## config.mk

```make
export PLATFORM = sky130hd
export DESIGN_NAME = dps_top
export DESIGN_NICKNAME = d
export VERILOG_FILES = /design/src/shared/dps_pkg.sv /design/src/rtl/dps_top.sv
export SDC_FILE = /design/constraint.sdc
export NUM_CORES = 1
export LEC_CHECK = 0
export ABC_AREA = 1
export BUFFER_PORTS_ARGS = -buffer_cell sky130_fd_sc_hd__buf_4
export CAP_MARGIN = 20
export CORE_MARGIN = 8
export CORE_UTILIZATION = 25
export DETAILED_ROUTE_END_ITERATION = 8
export GPL_ROUTABILITY_DRIVEN = 0
export GPL_TIMING_DRIVEN = 0
export PLACE_DENSITY = 0.37
export SETUP_SLACK_MARGIN = 0.5
export SKIP_LAST_GASP = 1
export SLEW_MARGIN = 20
export SYNTH_ARGS = -nofsm -noshare
export SYNTH_HDL_FRONTEND = slang
export SYNTH_SLANG_ARGS = --single-unit
```

## constraint.sdc

```tcl
create_clock -name clk_sys -period 12 [get_ports clk_sys]
set_clock_uncertainty 0.05 [all_clocks]
set_input_delay 1.2 -clock clk_sys [delete_from_list [all_inputs] [get_ports clk_sys]]
set_output_delay 1.2 -clock clk_sys [all_outputs]
set_load 0.01 [all_outputs]
```

## src/shared/dps_pkg.sv

```systemverilog
package dps_pkg;
    // ==============================
    // Serial word
    localparam int WORD_W = 23;
    localparam int CTRL_LSB = 0;
    localparam int CTRL_W = 2;
    localparam logic [1:0] CTRL_IF_REF = 2'h0;
    localparam logic [1:0] CTRL_IF_PROG = 2'h1;
    localparam logic [1:0] CTRL_RF_REF = 2'h2;
    localparam logic [1:0] CTRL_RF_PROG = 2'h3;
    // 1: first bit shifted in ends up at the top of the word
    localparam bit MSB_FIRST = 1'b1;
    // ==============================
    // Reference latch fields
    localparam int REF_LSB = 2;
    localparam int REF_W = 14;
    localparam int MODSEL_BIT = 16;
    localparam int POL_BIT = 17;
    localparam int LOS_BIT = 18;
    // ==============================
    // Programmable latch fields
    localparam int SWAL_LSB = 2;
    localparam int SWAL_W = 7;
    localparam int MAIN_LSB = 9;
    localparam int MAIN_W = 11;
    // ==============================
    // Prescaler moduli (base values, the upper modulus is base + 1)
    localparam logic [7:0] IF_BASE_LO = 8'h10;
    localparam logic [7:0] IF_BASE_HI = 8'h20;
    localparam logic [7:0] RF_BASE_LO = 8'h40;
    localparam logic [7:0] RF_BASE_HI = 8'h80;
    // ==============================
    // Reset values and pin synchroniser
    localparam logic [WORD_W-1:0] LATCH_RST = 23'h000000;
    localparam int SYNC_W = 10;
    localparam int LOCK_HOLD = 4;
    localparam logic [2:0] LOCK_HOLD_CNT = 3'h4;
endpackage

```

## src/rtl/dps_top.sv

```systemverilog
// Notes on behaviour
// - Shift one data bit into the 23-bit register per serial clock rise.
// - While load strobe is high, copy the word into the addressed latch.
// - Control field picks IF ref, IF prog, RF ref or RF prog latch.
// - Lock output select high gives phase monitor, low gives lock detect.
// - Each section power-save input: high runs, low stops that section.
// - Phase polarity bit swaps the phase detector up and down outputs.
// - Losing a section's supply clears that section's latched divider data.
// - Reference divider is 14 bits; host loads 5 to 16383.
// - Swallow counter is 7 bits; host loads 0 to 127.
// - Main counter is 11 bits; host loads 5 to 2047.
// - RF prescaler selectable between 64/65 and 128/129.
// - IF prescaler selectable between 16/17 and 32/33.
// - Feedback divides by P times N plus A; host keeps A below N.
// - Only data, clock and load strobe pins program four independent latches.
`timescale 1ns/1ps
`default_nettype none

module dps_section #(
    parameter logic [7:0] BASE_LO = 8'h10,
    parameter logic [7:0] BASE_HI = 8'h20
) (
    // Clock and reset
    input wire logic clk_sys,
    input wire logic reset,
    // Control
    input wire logic run,
    input wire logic ref_edge,
    input wire logic fin_edge,
    input wire logic [13:0] ref_div,
    input wire logic [6:0] swal_cnt,
    input wire logic [10:0] main_cnt,
    input wire logic mod_sel,
    input wire logic polarity,
    // Results
    output logic pd_up,
    output logic pd_down,
    output logic locked,
    output logic ref_tick,
    output logic modulus_ctrl
);
    import dps_pkg::*;

    logic [13:0] ref_left;
    logic [7:0] pre_left;
    logic [6:0] swal_left;
    logic [10:0] main_left;
    logic fb_tick;
    logic [2:0] lock_run;

    // ==============================
    // Dividers
    // modulus choice
    wire logic [7:0] base = mod_sel ? BASE_HI : BASE_LO;
    // swallow phase uses the upper modulus
    wire logic swallowing = (swal_left != 7'h00);
    // Reload value for the next prescaler cycle: the upper modulus only while swallows remain
    wire logic swallow_next = (swal_left > 7'h01);
    wire logic [7:0] modulus = swallow_next ? base + 8'h01 : base;
    wire logic pre_out = fin_edge && (pre_left <= 8'h01);
    wire logic ref_out = ref_edge && (ref_left <= 14'h0001);
    // total feedback = P*N + A
    wire logic main_out = pre_out && (main_left <= 11'h001);

    always_ff @(posedge clk_sys or posedge reset) begin
        if (reset) begin
            ref_left <= 14'h0000;
            pre_left <= 8'h00;
            swal_left <= 7'h00;
            main_left <= 11'h000;
            ref_tick <= 1'b0;
            fb_tick <= 1'b0;
        end else if (!run) begin
            ref_left <= ref_div;
            pre_left <= base + {7'h00, swal_cnt != 7'h00};
            swal_left <= swal_cnt;
            main_left <= main_cnt;
            ref_tick <= 1'b0;
            fb_tick <= 1'b0;
        end else begin
            ref_tick <= ref_out;
            fb_tick <= main_out;
            if (ref_edge) begin
                ref_left <= ref_out ? ref_div : ref_left - 14'h0001;
            end
            if (fin_edge) begin
                pre_left <= pre_out ? modulus : pre_left - 8'h01;
            end
            // count down, reload swallow, main and prescaler on main expiry
            if (main_out) begin
                swal_left <= swal_cnt;
                main_left <= main_cnt;
                pre_left <= base + {7'h00, swal_cnt != 7'h00};
            end else if (pre_out) begin
                swal_left <= swallowing ? swal_left - 7'h01 : swal_left;
                main_left <= main_left - 11'h001;
            end
        end
    end

    // ==============================
    // Phase detector and lock detect
    // Tri-state style detector: whichever tick leads holds its side until the other arrives
    logic lead_ref;
    logic lead_fb;
    wire logic both = (lead_ref || ref_tick) && (lead_fb || fb_tick);

    always_ff @(posedge clk_sys or posedge reset) begin
        if (reset) begin
            lead_ref <= 1'b0;
            lead_fb <= 1'b0;
            pd_up <= 1'b0;
            pd_down <= 1'b0;
            lock_run <= 3'h0;
            locked <= 1'b0;
            modulus_ctrl <= 1'b0;
        end else begin
            lead_ref <= run && !both && (lead_ref || ref_tick);
            lead_fb <= run && !both && (lead_fb || fb_tick);
            pd_up <= run && !both && (polarity ? (lead_fb || fb_tick) : (lead_ref || ref_tick));
            pd_down <= run && !both && (polarity ? (lead_ref || ref_tick) : (lead_fb || fb_tick));
            // Lock after several reference periods with no reference tick leading the feedback tick
            if (!run || (ref_tick && !both)) begin
                lock_run <= 3'h0;
            end else if (ref_tick && lock_run != LOCK_HOLD_CNT) begin
                lock_run <= lock_run + 3'h1;
            end
            locked <= run && (lock_run == LOCK_HOLD_CNT);
            modulus_ctrl <= run && swallowing;
        end
    end
endmodule // dps_section

module dps_top (
    // Clock and reset
    input wire logic clk_sys,
    input wire logic reset,
    // Serial programming pins
    input wire logic serial_data,
    input wire logic serial_clock,
    input wire logic load_strobe,
    // Section controls and supplies
    input wire logic if_power_save_n,
    input wire logic rf_power_save_n,
    input wire logic if_supply_ok,
    input wire logic rf_supply_ok,
    // Divider inputs
    input wire logic ref_osc_in,
    input wire logic if_prescaler_in,
    input wire logic rf_prescaler_in,
    // Outputs
    output logic lock_or_monitor_out,
    output logic if_pump_up,
    output logic if_pump_down,
    output logic rf_pump_up,
    output logic rf_pump_down,
    output logic if_modulus_ctrl,
    output logic rf_modulus_ctrl
);
    import dps_pkg::*;

    // ==============================
    // Pin synchronisers
    wire logic [dps_pkg::SYNC_W-1:0] pins = {rf_prescaler_in, if_prescaler_in, ref_osc_in,
        rf_supply_ok, if_supply_ok, rf_power_save_n, if_power_save_n,
        load_strobe, serial_clock, serial_data};
    logic [SYNC_W-1:0] sync_a;
    logic [SYNC_W-1:0] sync_b;
    logic [SYNC_W-1:0] sync_c;
    logic [SYNC_W-1:0] clean;
    logic [SYNC_W-1:0] rise;

    // A change is accepted only when the second and third stages agree
    always_ff @(posedge clk_sys or posedge reset) begin
        if (reset) begin
            sync_a <= '0;
            sync_b <= '0;
            sync_c <= '0;
            clean <= '0;
        end else begin
            sync_a <= pins;
            sync_b <= sync_a;
            sync_c <= sync_b;
            clean <= (sync_b & sync_c) | (clean & (sync_b | sync_c));
        end
    end

    wire logic [SYNC_W-1:0] next_clean = (sync_b & sync_c) | (clean & (sync_b | sync_c));
    assign rise = next_clean & ~clean;

    wire logic sdata = clean[0];
    wire logic sclk_rise = rise[1];
    wire logic strobe = clean[2];
    // power-save inputs, assumed driven low at power-on
    wire logic if_run = clean[3] && clean[5];
    wire logic rf_run = clean[4] && clean[6];
    wire logic if_alive = clean[5];
    wire logic rf_alive = clean[6];

    // ==============================
    // Shift register and latches
    logic [WORD_W-1:0] shift;
    logic [WORD_W-1:0] if_ref_latch;
    logic [WORD_W-1:0] if_prog_latch;
    logic [WORD_W-1:0] rf_ref_latch;
    logic [WORD_W-1:0] rf_prog_latch;

    // bit order follows the package setting
    wire logic [WORD_W-1:0] next_shift = MSB_FIRST ? {shift[WORD_W-2:0], sdata}
                                                   : {sdata, shift[WORD_W-1:1]};
    wire logic [1:0] ctrl = shift[CTRL_LSB +: CTRL_W];

    always_ff @(posedge clk_sys or posedge reset) begin
        if (reset) begin
            shift <= LATCH_RST;
        // one bit per serial clock rise
        end else if (sclk_rise) begin
            shift <= next_shift;
        end
    end

    // level-sensitive load; supply loss clears the section
    always_ff @(posedge clk_sys or posedge reset) begin
        if (reset) begin
            if_ref_latch <= LATCH_RST;
            if_prog_latch <= LATCH_RST;
            rf_ref_latch <= LATCH_RST;
            rf_prog_latch <= LATCH_RST;
        end else begin
            if (!if_alive) begin
                if_ref_latch <= LATCH_RST;
                if_prog_latch <= LATCH_RST;
            end else if (strobe) begin
                if (ctrl == CTRL_IF_REF) if_ref_latch <= shift;
                if (ctrl == CTRL_IF_PROG) if_prog_latch <= shift;
            end
            if (!rf_alive) begin
                rf_ref_latch <= LATCH_RST;
                rf_prog_latch <= LATCH_RST;
            end else if (strobe) begin
                if (ctrl == CTRL_RF_REF) rf_ref_latch <= shift;
                if (ctrl == CTRL_RF_PROG) rf_prog_latch <= shift;
            end
        end
    end

    // ==============================
    // Sections
    logic if_up;
    logic if_down;
    logic if_locked;
    logic if_ref_tick;
    logic if_mod;
    logic rf_up;
    logic rf_down;
    logic rf_locked;
    logic rf_ref_tick;
    logic rf_mod;

    dps_section #(.BASE_LO(IF_BASE_LO), .BASE_HI(IF_BASE_HI)) u_if (
        .clk_sys(clk_sys),
        .reset(reset),
        .run(if_run),
        .ref_edge(rise[7]),
        .fin_edge(rise[8]),
        .ref_div(if_ref_latch[REF_LSB +: REF_W]),
        .swal_cnt(if_prog_latch[SWAL_LSB +: SWAL_W]),
        .main_cnt(if_prog_latch[MAIN_LSB +: MAIN_W]),
        .mod_sel(if_ref_latch[MODSEL_BIT]),
        .polarity(if_ref_latch[POL_BIT]),
        .pd_up(if_up),
        .pd_down(if_down),
        .locked(if_locked),
        .ref_tick(if_ref_tick),
        .modulus_ctrl(if_mod)
    );

    dps_section #(.BASE_LO(RF_BASE_LO), .BASE_HI(RF_BASE_HI)) u_rf (
        .clk_sys(clk_sys),
        .reset(reset),
        .run(rf_run),
        .ref_edge(rise[7]),
        .fin_edge(rise[9]),
        .ref_div(rf_ref_latch[REF_LSB +: REF_W]),
        .swal_cnt(rf_prog_latch[SWAL_LSB +: SWAL_W]),
        .main_cnt(rf_prog_latch[MAIN_LSB +: MAIN_W]),
        .mod_sel(rf_ref_latch[MODSEL_BIT]),
        .polarity(rf_ref_latch[POL_BIT]),
        .pd_up(rf_up),
        .pd_down(rf_down),
        .locked(rf_locked),
        .ref_tick(rf_ref_tick),
        .modulus_ctrl(rf_mod)
    );

    // ==============================
    // Output pins
    // A stopped section does not hold the lock output low
    wire logic lock_detect_out = (if_locked || !if_run) && (rf_locked || !rf_run);
    logic monitor;

    always_ff @(posedge clk_sys or posedge reset) begin
        if (reset) begin
            monitor <= 1'b0;
            lock_or_monitor_out <= 1'b0;
            if_pump_up <= 1'b0;
            if_pump_down <= 1'b0;
            rf_pump_up <= 1'b0;
            rf_pump_down <= 1'b0;
            if_modulus_ctrl <= 1'b0;
            rf_modulus_ctrl <= 1'b0;
        end else begin
            monitor <= monitor ^ rf_ref_tick;
            lock_or_monitor_out <= rf_ref_latch[LOS_BIT] ? monitor : lock_detect_out;
            if_pump_up <= if_up;
            if_pump_down <= if_down;
            rf_pump_up <= rf_up;
            rf_pump_down <= rf_down;
            if_modulus_ctrl <= if_mod;
            rf_modulus_ctrl <= rf_mod;
        end
    end
endmodule // dps_top

`default_nettype wire

```

; ---- Word level (Yosys, flattened, before mapping)
; Cells that the tools add are included.
[word_totals]
register_bits = 247
latch_bits = 0
ramBits = 0
romBits = 0
in_bits = 12
word_cells = 204
mem_count = 0
[classes]
add_sub_neg = 14
n_mul = 0
n_div = 0
order_cmp = 8
eq_ne = 21
shift = 0
mux = 57
bitwise_logic = 7
reduce_logical = 54
[op_table]
columns = cell, count
row1 = $mux 20, 6
row2 = $mux 8, 11
row3 = $mux 14, 6
row4 = $mux 11, 6
row5 = $mux 19, 3
row6 = $mux 7, 8
row7 = $mux 18, 3
row8 = $and 10x10->10, 3
row9 = $logic_and 1x1->1, 29
row10 = $le 14x1->1 const B, 2
row11 = $reduce_bool 7->1, 4
row12 = $sub 14x1->14 const B, 2
row13 = $ne 3x3->1 const B, 8
row14 = $le 11x1->1 const B, 2
row15 = $sub 11x1->11 const B, 2
row16 = $or 10x10->10, 2
row17 = $add 8x1->8, 2
row18 = $add 8x1->8 const B, 2
row19 = $le 8x1->1 const B, 2
row20 = $sub 8x1->8 const B, 2
row21 = $gt 7x1->1 const B, 2
row22 = $sub 7x1->7 const B, 2
row23 = $mux 3, 4
row24 = $reduce_and 2->1, 6
row25 = other kinds (14), 42

; ---- Depth between registers and ports, before layout
; Gate-level depths: netlist (run 1).
[logic_depth]
depth_word = 9
ltp_mapped = 12
mapped_depth_nobuf = 12

; ---- Modules after synthesis
; Synthesis (run 1) repeated with hierarchy kept, for this count alone.
[hier_totals]
cells_unflattened = 1504
area_unflattened_um2 = 11990.2
[modules_own_cells]
columns = module, n_inst, cells_per_inst, area_each_um2, seq_area_each_um2
row1 = dps_top, 1, 542, 5250.0, 3428.3
row2 = dps_section (u_if), 1, 487, 3420.8, 1276.2
row3 = dps_section (u_rf), 1, 475, 3319.4, 1276.2

; ---- Worst setup path before layout (run 1)
; No wires, ideal clock.
[synth_path]
kind = register to register
startpoint = register u_if.pre_left[0]
endpoint = register u_if.main_left[6]
setup_ns = 0.118
arrival_ns = 1.471
t_required_ns = 11.832
slack_ns = 10.361
path_stages_with_launch = 13
synth_period_minus_slack_ns = 1.639
cell_sequence = dfrtp_1 -> inv_1 -> ha_1 -> nor2_1 -> nor2_1 -> nand3_2 -> inv_2 -> nand2_4 -> nand2_4 -> buf_6 -> nand2_1 -> nand3_1 -> nand2_1
[synth_via]
elab_chain_len = 5
[synth_rtl]
columns = item, line
row1 = "start, declared", dps_top.sv:45  ; logic [7:0] pre_left;
row2 = "start signal, assigned", dps_top.sv:75  ; pre_left <= base + {7'h00, swal_cnt != 7'h00};
row3 = "start signal, assigned", dps_top.sv:87  ; pre_left <= pre_out ? modulus : pre_left - 8'h01;
row4 = "start signal, assigned", dps_top.sv:93  ; pre_left <= base + {7'h00, swal_cnt != 7'h00};
row5 = $le 8x1->1 (*), dps_top.sv:60  ; wire logic pre_out = fin_edge && (pre_left <= 8'h01);
row6 = $logic_and 1x1->1 (*), dps_top.sv:60
row7 = $logic_and 1x1->1, dps_top.sv:63  ; wire logic main_out = pre_out && (main_left <= 11'h001);
row8 = $mux 11, dps_top.sv:90  ; if (main_out) begin
row9 = $mux 11, dps_top.sv:73  ; end else if (!run) begin
row10 = "end signal, assigned", dps_top.sv:77  ; main_left <= main_cnt;
row11 = "end signal, assigned", dps_top.sv:92  ; main_left <= main_cnt;
row12 = "end signal, assigned", dps_top.sv:96  ; main_left <= main_left - 11'h001;
row13 = "end, declared", dps_top.sv:47  ; logic [10:0] main_left;
; Every way passes the cells marked *; elsewhere a longest branch is shown, timed or not.
; A chain may end at the register's enable or synchronous reset.

; ---- Final worst setup path (run 1)
[layout_path]
startpoint = register if_modulus_ctrl
endpoint = output if_modulus_ctrl
[layout_rtl]
columns = item, line
row1 = "start, declared", dps_top.sv:157  ; output logic if_modulus_ctrl,
row2 = "start signal, assigned", dps_top.sv:319  ; if_modulus_ctrl <= if_mod;
; No word-level cell between the ends.

==> results of run 1 <==
[cells in the mapped netlist (all sizes together)]
cell | number | share of area
nand2 | 416 | 0.14
dfrtp | 239 | 0.51
inv | 215 | 0.069
nor2 | 134 | 0.046
nand3 | 127 | 0.056
o21ai | 118 | 0.051
buf | 31 | 0.015
a21oi | 24 | 0.011
ha | 22 | 0.023
xor2 | 22 | 0.016
nand4 | 20 | 0.011
nor3 | 12 | 0.0070
clkbuf | 10 | 0.0032
maj3 | 8 | 0.0068
nand3b | 7 | 0.0045
o21bai | 7 | 0.0045
o31ai | 7 | 0.0061
xnor2 | 7 | 0.0052
a211oi | 4 | 0.0026
nor4 | 4 | 0.0021
mux2 | 3 | 0.0029
o22ai | 3 | 0.0016
or2 | 3 | 0.0016
and2 | 2 | 0.0011
a31o | 1 | 0.00075
a31oi | 1 | 0.00053
o211ai | 1 | 0.00064
o21a | 1 | 0.00064
[layout by cell type (no fill, tap or decap), types with 5 or more instances in the layout]
cell type,netlist,routed
sky130_fd_sc_hd__a21oi_1,23,23
sky130_fd_sc_hd__buf_2,21,21
sky130_fd_sc_hd__buf_4,2,20
sky130_fd_sc_hd__clkbuf_1,10,18
sky130_fd_sc_hd__clkbuf_16,0,31
sky130_fd_sc_hd__clkbuf_8,0,10
sky130_fd_sc_hd__dfrtp_1,239,239
sky130_fd_sc_hd__ha_1,22,22
sky130_fd_sc_hd__inv_1,197,196
sky130_fd_sc_hd__inv_2,16,16
sky130_fd_sc_hd__maj3_1,8,8
sky130_fd_sc_hd__nand2_1,402,402
sky130_fd_sc_hd__nand2_2,6,6
sky130_fd_sc_hd__nand2_4,8,8
sky130_fd_sc_hd__nand3_1,123,123
sky130_fd_sc_hd__nand3b_1,7,7
sky130_fd_sc_hd__nand4_1,20,20
sky130_fd_sc_hd__nor2_1,124,124
sky130_fd_sc_hd__nor2_2,8,8
sky130_fd_sc_hd__nor3_1,10,10
sky130_fd_sc_hd__o21ai_0,101,101
sky130_fd_sc_hd__o21ai_1,16,16
sky130_fd_sc_hd__o21bai_1,7,7
sky130_fd_sc_hd__o31ai_1,5,5
sky130_fd_sc_hd__xnor2_1,7,7
sky130_fd_sc_hd__xor2_1,22,22
[sequential cells by signal, summed over array words and instances, names as in the netlist, 8 cells and up]
name	count
clean	10
if_prog_latch	18
if_ref_latch	16
rf_prog_latch	18
rf_ref_latch	17
shift	20
sync_a	10
sync_b	10
sync_c	10
u_if.main_left	11
u_if.pre_left	8
u_if.ref_left	14
u_rf.main_left	11
u_rf.pre_left	8
u_rf.ref_left	14
[metrics by stage]
stage            util  area (µm²)  worst slack, ns  total power (W)  std cells
2_1_floorplan       -       11720            4.190         0.001657       1449
3_3_place_gp   0.2716       12620           0.3794         0.001877       2074
3_5_place_dp   0.2729       12680            9.733         0.001881       2076
4_1_cts        0.2951       13710            9.639         0.002851       2132
5_1_grt        0.2951       13710            9.623         0.003021       2132
6_report       0.2951       13710            9.687         0.002790       2132
[power by group]
group | leakage (nW) | internal (W) | switching (W)
sequential | 3.07 | 0.000962 | 0.000124
combinational | 3.33 | 0.000270 | 0.000500
clock | 0.512 | 0.000576 | 0.000358
[layer usage]
layer	track usage	vias to the layer above	part of all wire
li1	-	4668	-
met2	0.1800	100	0.44
met3	0.01754	42	0.037
met1	0.1659	4284	0.51
met4	0.02854	0	0.016
met5	0	-	0
[logic make-up (layout without fill, tap and decap cells)]
| family | count (synthesis) | after routing | synth area share |
|---|---|---|---|
| adder cells (fa/ha/maj) | 30 | 30 | 0.03032 |
| AND/OR/NAND/NOR | 725 | 725 | 0.2685 |
| XOR/XNOR | 29 | 29 | 0.02167 |
| AO/OA/AOI/OAI | 167 | 167 | 0.07857 |
| buffers and inverters | 256 | 332 | 0.08785 |
| multiplexers | 3 | 3 | 0.002882 |
| flip-flops | 239 | 239 | 0.5102 |
[area by class of cell]
type | instances | share of cell area
Sequential cell | 239 | 0.4362
Clock inverter | 7 | 0.006479
Timing Repair Buffer | 20 | 0.01387
Buffer | 41 | 0.01588
Tap cell | 607 | 0.05539
Multi-Input combinational cell | 954 | 0.3436
Clock buffer | 49 | 0.06881
Inverter | 215 | 0.05977
[worst min path at each step]
| stage | startpoint | to | slack [ns] | cells past startpoint |
|---|---|---|---|---|
| detailed placement | u_if.pd_up | if_pump_up | 0.28 | 0 |
| finish | u_rf.pd_up | rf_pump_up | 0.30 | 0 |
| floorplan | u_if.modulus_ctrl | if_modulus_ctrl | 0.28 | 0 |
| global placement | u_rf.pd_down | rf_pump_down | 0.28 | 0 |
| global route | sync_a[8] | sync_b[8] | 0.30 | 0 |
| CTS | u_if.pd_up | if_pump_up | 0.30 | 0 |
==> flow_metrics.tcl, run 1 <==
set metrics [dict create \
    outcome "finished clean" \
    rows 79 \
    first_pass_iters 4 \
    cts_root_buffer "sky130_fd_sc_hd__clkbuf_16" \
    timing.critical_path.fanout_max 1 \
    synth_cell_types 45 \
    final.fill_count 5059 \
    critical_path_buf_inv_count 1 \
    synth_fp_nets 1483 \
    grt_max_degree 94 \
    numCtsBuffers 31 \
    tightestPinTransition_ns 0.7634 \
    clock_path_buffers 3 \
    clkSlewWorstSetupHoldPaths_ns 0.06 \
    critPathTopFamily "flip-flops" \
    rr_startpoint "clean[5]" \
    globalRouteOverflowTotal 0 \
    wire_length_of_the_first_global_routing_pass_um 51040 \
    post_cts.resized_instances 0 \
    timing.reg2reg.setup_slack_ns 9.93 \
    finalCritPeriodShare 0.1928 \
    routed-via-count 9094 \
    power.static_leakage_nw 6.915 \
    cts-hold-fix-buffers 0 \
    drcViolationCount 0 \
    timing_max_transition_violations_final 0 \
    antenna-diode-count 0 \
    core-area_um2 46460 \
    postSynthRegisterBits 239 \
    clock_sinks 239 \
    cp_cell_sequence "buf_4" \
    rsz0062_at_grt "no" \
    synthToLayoutAreaGrowth_pct 16.97 \
    hp-class "register to register" \
    synth.yosys.warnings 0 \
    setup.worst_path.end_class "output pin" \
    synth-seq-area-share 0.5102 \
    tns_ns 0 \
    clk-insertion-delay-late_ns 0.56 \
    num_io_pins 19 \
    ff2ff_path_depth 7 \
    clock_tree_from_tritoncts "built" \
    synth.avg_cell_area_um2 8.089 \
    routed_via_density 4.265 \
    finalWorstPathRequiredPeriod_ns 2.313 \
    start_kind "register" \
    total_routing_resource_utilization_after_global_routing 0.1155 \
    die_height_um 232.5 \
    critical_path.slowest_cell "sky130_fd_sc_hd__dfrtp_1" \
    final-hold-violation-count 0 \
    synthesis.instances 1449 \
    die-width_um 232.5 \
    crit_required_ns 10.75 \
    timing.final.setup_violations 0 \
    multi_input_comb_area_um2 4711 \
    critical_path_arrival_ns 1.06 \
    die_area_um2 54070 \
    post_cts.repair.setup_buffers 0 \
    relSlewSlack 0.4910 \
    h-tree-depth 1 \
    fmaxAchievable_ghz 0.4323 \
    initial_antenna_violation_count 0 \
    floorplan.initialDensity 0.2523 \
    crit_path_cell_count 1 \
    worst_setup_path_startpoint "if_modulus_ctrl" \
    route.antenna.remaining_nets 0 \
    cpPeakStageDelay_ns 0.36 \
    whs_ns 0.2959 \
    routed_wl_um 30620 \
    max_cap_violations 0 \
    routedWlPerCell_um 14.36 \
    setup.worst_path.end "if_modulus_ctrl" \
    criticalPathCategory "register to output pin" \
    ff_latch_area_um2 5981 \
    drt_iter0_drc 515 \
    dpl.hpwl_um 21620 \
    critical_path.reg2reg.endpoint "u_if.ref_left[7]" \
    max-vdd-ir-drop_v 0.0001046 \
    vias_in_the_first_global_route 9300 \
    power_per_cell_area_nw_per_um2 203.5 \
    placement.io_buffers 18 \
    syn_area_um2 11720 \
    final_net_count 1536 \
    layout-drive-gt1-share 0.1010 \
]
No activity file was read; power rests on OpenSTA's default activity.
==> run 2, diff against run 1 <==
--- a/config.mk
+++ b/config.mk
@@ -5,7 +5,7 @@
 export SDC_FILE = /design/constraint.sdc
 export NUM_CORES = 1
 export LEC_CHECK = 0
-export ABC_AREA = 1
+export ABC_AREA = 0
 export BUFFER_PORTS_ARGS = -buffer_cell sky130_fd_sc_hd__buf_4
 export CAP_MARGIN = 20
 export CORE_MARGIN = 8
==> constraint.sdc (replaced) <==
create_clock -name clk_sys -period 2.2 [get_ports clk_sys]
set_clock_uncertainty 0.05 [all_clocks]
set_input_delay 0.22 -clock clk_sys [delete_from_list [all_inputs] [get_ports clk_sys]]
set_output_delay 0.22 -clock clk_sys [all_outputs]
set_load 0.01 [all_outputs]
==> flow_metrics.tcl, run 2 <==
set metrics [dict create \
    power.clock.fraction 0.337 \
    clock_sinks 239 \
    post_synth_xor_area_fraction 0.008112 \
    hp-class "input port to async pin" \
    internal_power_w 0.01094 \
    drcViolationCount 0 \
    total_routing_resource_utilization_after_global_routing 0.1308 \
    num_io_pins 19 \
    seq_pwr_share 0.343 \
    rsz0062_at_grt "yes" \
    routed-via-count 8738 \
    max-vdd-ir-drop_v 0.0005366 \
    die_area_um2 50090 \
    wire_length_of_the_first_global_routing_pass_um 52560 \
    synth.area.mux_share 0.03766 \
    most_common_cell_after_layout_fill_and_taps_aside "sky130_fd_sc_hd__dfrtp_1" \
    route.antenna.remaining_nets 0 \
    whs_ns 0.1512 \
    synth-compound-area-share 0.1880 \
    cts_root_buffer "sky130_fd_sc_hd__clkbuf_16" \
    top_register "shift" \
    clk-insertion-delay-late_ns 0.56 \
    rows 76 \
    final-hold-violation-count 0 \
    crit_required_ns 2.60 \
    synth_area_leader_cell "sky130_fd_sc_hd__dfrtp_1" \
    power.combinational.fraction 0.320 \
    synth.yosys.warnings 0 \
    core-area_um2 42890 \
    netlist_top_cells_count "sky130_fd_sc_hd__dfrtp_1 (239), sky130_fd_sc_hd__nand2_1 (76), sky130_fd_sc_hd__a22o_1 (70), sky130_fd_sc_hd__nor2_1 (69), sky130_fd_sc_hd__a21oi_1 (53)" \
    synthesis.instances 999 \
    criticalPathCategory "register to register" \
    synth-seq-area-share 0.5539 \
    power.static_leakage_nw 6.833 \
    synth-simple-area-share 0.1445 \
    clock_path_buffers 3 \
    h-tree-depth 1 \
    synth_top_flop_cell "sky130_fd_sc_hd__dfrtp_1" \
    finalCritPeriodShare 1.085 \
    multi_input_comb_area_um2 5547 \
    preCtsSetupSlack_ns -0.3154 \
    ff_latch_area_um2 6001 \
    netlist_top_cells_area "sky130_fd_sc_hd__dfrtp_1 (55%), sky130_fd_sc_hd__a22o_1 (5.7%), sky130_fd_sc_hd__nand2_1 (2.6%), sky130_fd_sc_hd__ha_1 (2.5%), sky130_fd_sc_hd__a21oi_1 (2.5%)" \
    first_pass_iters 5 \
    final_net_count 1241 \
    postSynthRegisterBits 239 \
    routed_wl_um 33350 \
    die-width_um 223.8 \
    routedWlPerCell_um 18.36 \
    layout-drive-gt1-share 0.3794 \
    finalWorstPathRequiredPeriod_ns 2.387 \
    max_cap_violations 0 \
    clock_tree_from_tritoncts "built" \
    layout.cells.most_common_list "sky130_fd_sc_hd__dfrtp_1 (223), sky130_fd_sc_hd__buf_4 (116), sky130_fd_sc_hd__a22o_1 (69)" \
    sw_frac_of_total 0.3397 \
    fmaxAchievable_ghz 0.4190 \
    timing.final.setup_violations 19 \
    post-route-worst-setup-slack_ns -0.1868 \
    synth_fp_nets 1033 \
    dominant_combinational_cell_family_by_area_after_synthesis "compound AO/OA/AOI/OAI gates" \
    numCtsBuffers 31 \
    die_height_um 223.8 \
    grt_max_degree 33 \
    power_per_cell_area_nw_per_um2 1056 \
    vias_in_the_first_global_route 8904 \
    synth_cell_types 72 \
    setup.worst_path.end_class "register" \
    tightestPinTransition_ns 0.6072 \
    clkSlewWorstSetupHoldPaths_ns 0.06 \
    yosys.area.top_type_share 0.5539 \
    outcome "finished, violations left" \
    largest_reg_flops 20 \
    placement.io_buffers 18 \
    net-switching-power_w 0.005627 \
    timing_max_transition_violations_final 0 \
    synthMostInstantiatedCell "sky130_fd_sc_hd__dfrtp_1" \
    timing.critical_path.fanout_max 5 \
    antenna-diode-count 0 \
    synth_async_sr_flop_share 1.000 \
    synth.avg_cell_area_um2 10.81 \
    synthAdderAreaFrac 0.03477 \
    globalRouteOverflowTotal 0 \
    final.fill_count 4238 \
    synth_enable_flop_cells 0 \
    violations "negative setup slack" \
    syn_area_um2 10800 \
    reg.largest.list "shift (20), if_prog_latch (18), rf_prog_latch (18)" \
    floorplan.initialDensity 0.2518 \
    drt_iter0_drc 498 \
    relSlewSlack 0.5952 \
    synthToLayoutAreaGrowth_pct 45.27 \
    critical_path_arrival_ns 2.78 \
    routed_via_density 4.812 \
    start_kind "register" \
    dpl.hpwl_um 21360 \
    initial_antenna_violation_count 0 \
]
## run 2: changes by cell type after synthesis, sizes merged, moves of 17 or more
cell / change
nand2: -340
inv: -174
nand3: -105
a22o: +70
nor2: -65
o21ai: -58
a21oi: +29
clkbuf: +29
nor3: +28
nor4: +24
buf: -22
a22oi: +19
mux2: +18
mux2i: +17
## run 2: power by group through the flow
stage          Combinational (W)  Sequential, W  Clock, W
6_report                 0.00530        0.00568   0.00559
3_3_place_gp             0.00343        0.00571         0
3_5_place_dp             0.00348        0.00570         0
5_1_grt                  0.00578        0.00576   0.00598
4_1_cts                  0.00471        0.00566   0.00580
2_1_floorplan            0.00267        0.00544         0
## run 2: repair_timing
item / CTS / global route
hold buffers: 11 / 0
buffers inserted: 102 / 29
cloned: 5 / 1
hold endpoints to repair: 96 / 0
gates resized for setup: 210 / 97
pin swaps: 66 / 44
endpoints found under the setup margin: 141 / 121
## run 2: final timing paths
check / from / to / slack, ns / cells past startpoint
worst max-delay path: u_rf.main_left[3] / u_rf.main_left[5] / -0.19 / 7
worst min-delay path: reset / sync_b[7] / 0.15 / 3
worst max register to register: u_rf.main_left[3] / u_rf.main_left[5] / -0.19 / 7
worst min register to register: sync_a[6] / sync_b[6] / 0.29 / 0
max in group asynchronous: reset / u_rf.pre_left[0] / 1.00 / 6
min in group clk_sys: ref_osc_in / sync_a[7] / 0.25 / 2
## run 2: cell type report
cell class | count | area share
flip-flops and latches | 239 | 0.3826
plain buffers | 48 | 0.02736
clock buffers | 35 | 0.05297
multi-input cells | 672 | 0.3536
clock inverters | 22 | 0.01939
inverters | 41 | 0.01005
repair buffers | 174 | 0.1073
well taps | 585 | 0.04667
## run 2: critical path: stages (launching register included)
cell	delay (ns)
sky130_fd_sc_hd__dfrtp_2	0.41
sky130_fd_sc_hd__or4_4	0.54
sky130_fd_sc_hd__or4_4	0.49
sky130_fd_sc_hd__buf_6	0.15
sky130_fd_sc_hd__o21ai_4	0.15
sky130_fd_sc_hd__buf_6	0.15
sky130_fd_sc_hd__o21ai_2	0.05
sky130_fd_sc_hd__a221o_1	0.30
## run 2: cells by family (layout without fill, tap and decap cells)
group,count (synthesis),count (layout)
flops,239,239
fa+ha+maj,32,32
simple gates,307,307
xor+xnor,10,10
buf+inv,89,320
mux,38,38
compound gates,284,285
## run 2: layer usage
layer  vias up  share of wire  global-route usage
met5         -              0                   0
met4         0          0.019             0.03483
met3        41          0.032             0.01831
met2       125           0.44              0.1999
met1      4416           0.50              0.1913
li1       4156              -                   -
## run 2: stage by stage
step | area (µm²) | setup TNS (ns) | cells | util | power (W)
after global placement | 12060 | -748.80 | 1602 | 0.2812 | 0.009135
final | 15680 | -2.264 | 1816 | 0.3657 | 0.01656
after CTS | 15090 | -2.313 | 1786 | 0.3519 | 0.01617
after floorplan | 11190 | -288.56 | 999 | - | 0.008103
after global routing | 15680 | -3.719 | 1816 | 0.3657 | 0.01752
after detailed placement | 12250 | -7.340 | 1611 | 0.2856 | 0.009179
==> run 3, diff against run 2 <==
--- a/config.mk
+++ b/config.mk
@@ -10,11 +10,12 @@
 export CAP_MARGIN = 20
 export CORE_MARGIN = 8
 export CORE_UTILIZATION = 25
+export CTS_CLUSTER_DIAMETER = 30
 export DETAILED_ROUTE_END_ITERATION = 8
 export GPL_ROUTABILITY_DRIVEN = 0
 export GPL_TIMING_DRIVEN = 0
 export PLACE_DENSITY = 0.37
-export SETUP_SLACK_MARGIN = 0.5
+export SETUP_SLACK_MARGIN = 0.2
 export SKIP_LAST_GASP = 1
 export SLEW_MARGIN = 20
 export SYNTH_ARGS = -nofsm -noshare
==> flow_metrics.tcl, run 3 (synthesis gave the netlist of run 2 again) <==
set metrics [dict create \
    timing.critical_path.fanout_max 6 \
    power.clock.fraction 0.534 \
    rsz0062_at_grt "yes" \
    layout-drive-gt1-share 0.3125 \
    synthToLayoutAreaGrowth_pct 48.10 \
    seq_pwr_share 0.269 \
    finish.cell_count_without_fillers 1833 \
    routed_via_density 4.726 \
    clock_path_buffers 3 \
    routed_wl_um 32400 \
    finalWorstPathRequiredPeriod_ns 2.341 \
    clk-insertion-delay-late_ns 0.59 \
    wire_length_of_the_first_global_routing_pass_um 52010 \
    worst_setup_path_startpoint "u_rf.main_left[3]" \
    min_delay_worst_endpoint "sync_a[3]" \
    drcViolationCount 0 \
    min_delay_path_depth 2 \
    tightestPinTransition_ns 0.5607 \
    power_per_cell_area_nw_per_um2 1326 \
    max-vdd-ir-drop_v 0.0007328 \
    reg.largest.list "shift (20), if_prog_latch (18), rf_prog_latch (18)" \
    core-area_um2 42890 \
    num_io_pins 19 \
    hp-class "input port to register" \
    sw_frac_of_total 0.2977 \
    initial_antenna_violation_count 0 \
    cp_cell_sequence "or4_4 -> or4_4 -> buf_8 -> o21ai_4 -> o21ai_2 -> a221o_1" \
    total_routing_resource_utilization_after_global_routing 0.1311 \
    routed-via-count 8663 \
    antenna-diode-count 0 \
    h-tree-depth 3 \
    outcome "finished, violations left" \
    critical_path.slowest_cell "sky130_fd_sc_hd__or4_4" \
    met2RoutedLength_um 14140 \
    critical_path_buf_inv_count 1 \
    clock_tree_from_tritoncts "built" \
    vias_in_the_first_global_route 8967 \
    timing_max_transition_violations_final 0 \
    relSlewSlack 0.6262 \
    grt_max_degree 33 \
    rr_startpoint "u_rf.main_left[3]" \
    dpl.hpwl_um 21030 \
    dr.max_layer_used "met4" \
    violations "negative setup slack" \
    timing.final.setup_violations 17 \
    met3_length_um 1340 \
    power.static_leakage_nw 7.058 \
    die-width_um 223.8 \
    route.antenna.remaining_nets 0 \
    largest_reg_flops 20 \
    first_pass_iters 5 \
    final-hold-violation-count 0 \
    total_power_w 0.02120 \
    final_net_count 1222 \
    timing.reg2reg.setup_slack_ns -0.14 \
    tns_ns -1.318 \
    critPathTopFamily "simple AND/OR/NAND/NOR gates" \
    globalRouteOverflowTotal 0 \
    fmaxAchievable_ghz 0.4273 \
    path_common_cell "sky130_fd_sc_hd__or4_4" \
    routedWlPerCell_um 17.68 \
    numCtsBuffers 80 \
    floorplan.initialDensity 0.2518 \
    placed_instance_count 1611 \
    cpPeakStageDelay_ns 0.52 \
    setup.worst_path.end_class "register" \
    finalCritPeriodShare 1.064 \
    critical_path.reg2reg.endpoint "u_rf.main_left[5]" \
    die_area_um2 50090 \
    internal_power_w 0.01489 \
    top_register "shift" \
    criticalPathCategory "register to register" \
    start_kind "register" \
    power.combinational.fraction 0.197 \
    clock_sinks 239 \
    crit_required_ns 2.61 \
    final.fill_count 4214 \
    die_height_um 223.8 \
    timing.hold.worst.start "if_power_save_n" \
    met1_length_um 16050 \
    layout.cells.most_common_list "sky130_fd_sc_hd__dfrtp_1 (227), sky130_fd_sc_hd__buf_4 (85), sky130_fd_sc_hd__clkbuf_16 (82)" \
    placement.cell_area_um2 12010 \
    rows 76 \
    ff2ff_path_depth 6 \
    fin_area_um2 15990 \
    cts_root_buffer "sky130_fd_sc_hd__clkbuf_16" \
    placement.io_buffers 18 \
    drt_iter0_drc 484 \
    post-route-worst-setup-slack_ns -0.1405 \
    most_common_cell_after_layout_fill_and_taps_aside "sky130_fd_sc_hd__dfrtp_1" \
    net-switching-power_w 0.006311 \
    critical_path_arrival_ns 2.75 \
    max_cap_violations 0 \
    clkSlewWorstSetupHoldPaths_ns 0.04 \
]
## run 3: power groups by stage
stage / combinational [W] / sequential [W] / clock (W)
detailed placement: 0.00326 / 0.00566 / 0
global placement: 0.00321 / 0.00567 / 0
floorplan: 0.00247 / 0.00540 / 0
CTS: 0.00378 / 0.00565 / 0.0115
finish: 0.00418 / 0.00570 / 0.0113
global route: 0.00463 / 0.00579 / 0.0118
## run 3: routing by layer
metal,up-vias,global-route usage
met5,-,0
met2,165,0.1913
met1,4276,0.1824
met3,69,0.02982
li1,4153,-
met4,0,0.06032
## run 3: layout make-up
type                       count  area, µm²  area share
buffer                        48      322.8     0.02019
multi-input combinational    672       5085      0.3180
timing repair buffer         106      975.9     0.06103
clock inverter                39      491.7     0.03075
inverter                      41      157.7    0.009859
sequential                   239       5996      0.3750
tap                          585      732.0     0.04577
clock buffer                 103       2230      0.1394
## run 3: repair_timing
action | 4_1_cts | 5_1_grt
endpoints found under the setup margin | 110 | 114
setup buffers | 37 | 28
pin swaps | 24 | 25
gates resized for setup | 94 | 93
hold buffers | 12 | 0
cloned | 3 | 0
endpoints found under the hold margin | 134 | 0
## run 3: worst max path at each step
stage                    endpoint  cells after the start
2_1_floorplan            clean[0]                      1
3_3_place_gp     u_rf.lock_run[1]                      2
3_5_place_dp    u_if.main_left[1]                      6
4_1_cts         u_rf.main_left[5]                      6
5_1_grt        u_rf.main_left[10]                      7
6_report        u_rf.main_left[5]                      6
## run 3: stage by stage
stage	worst slack, ns	hold slack, ns	util
global route	-0.2084	0.2182	0.3729
detailed placement	-0.5112	0.05338	0.2800
global placement	-3.081	0.2799	0.2755
finish	-0.1405	0.2371	0.3729
floorplan	-1.204	0.2014	-
CTS	-0.1693	0.2027	0.3611
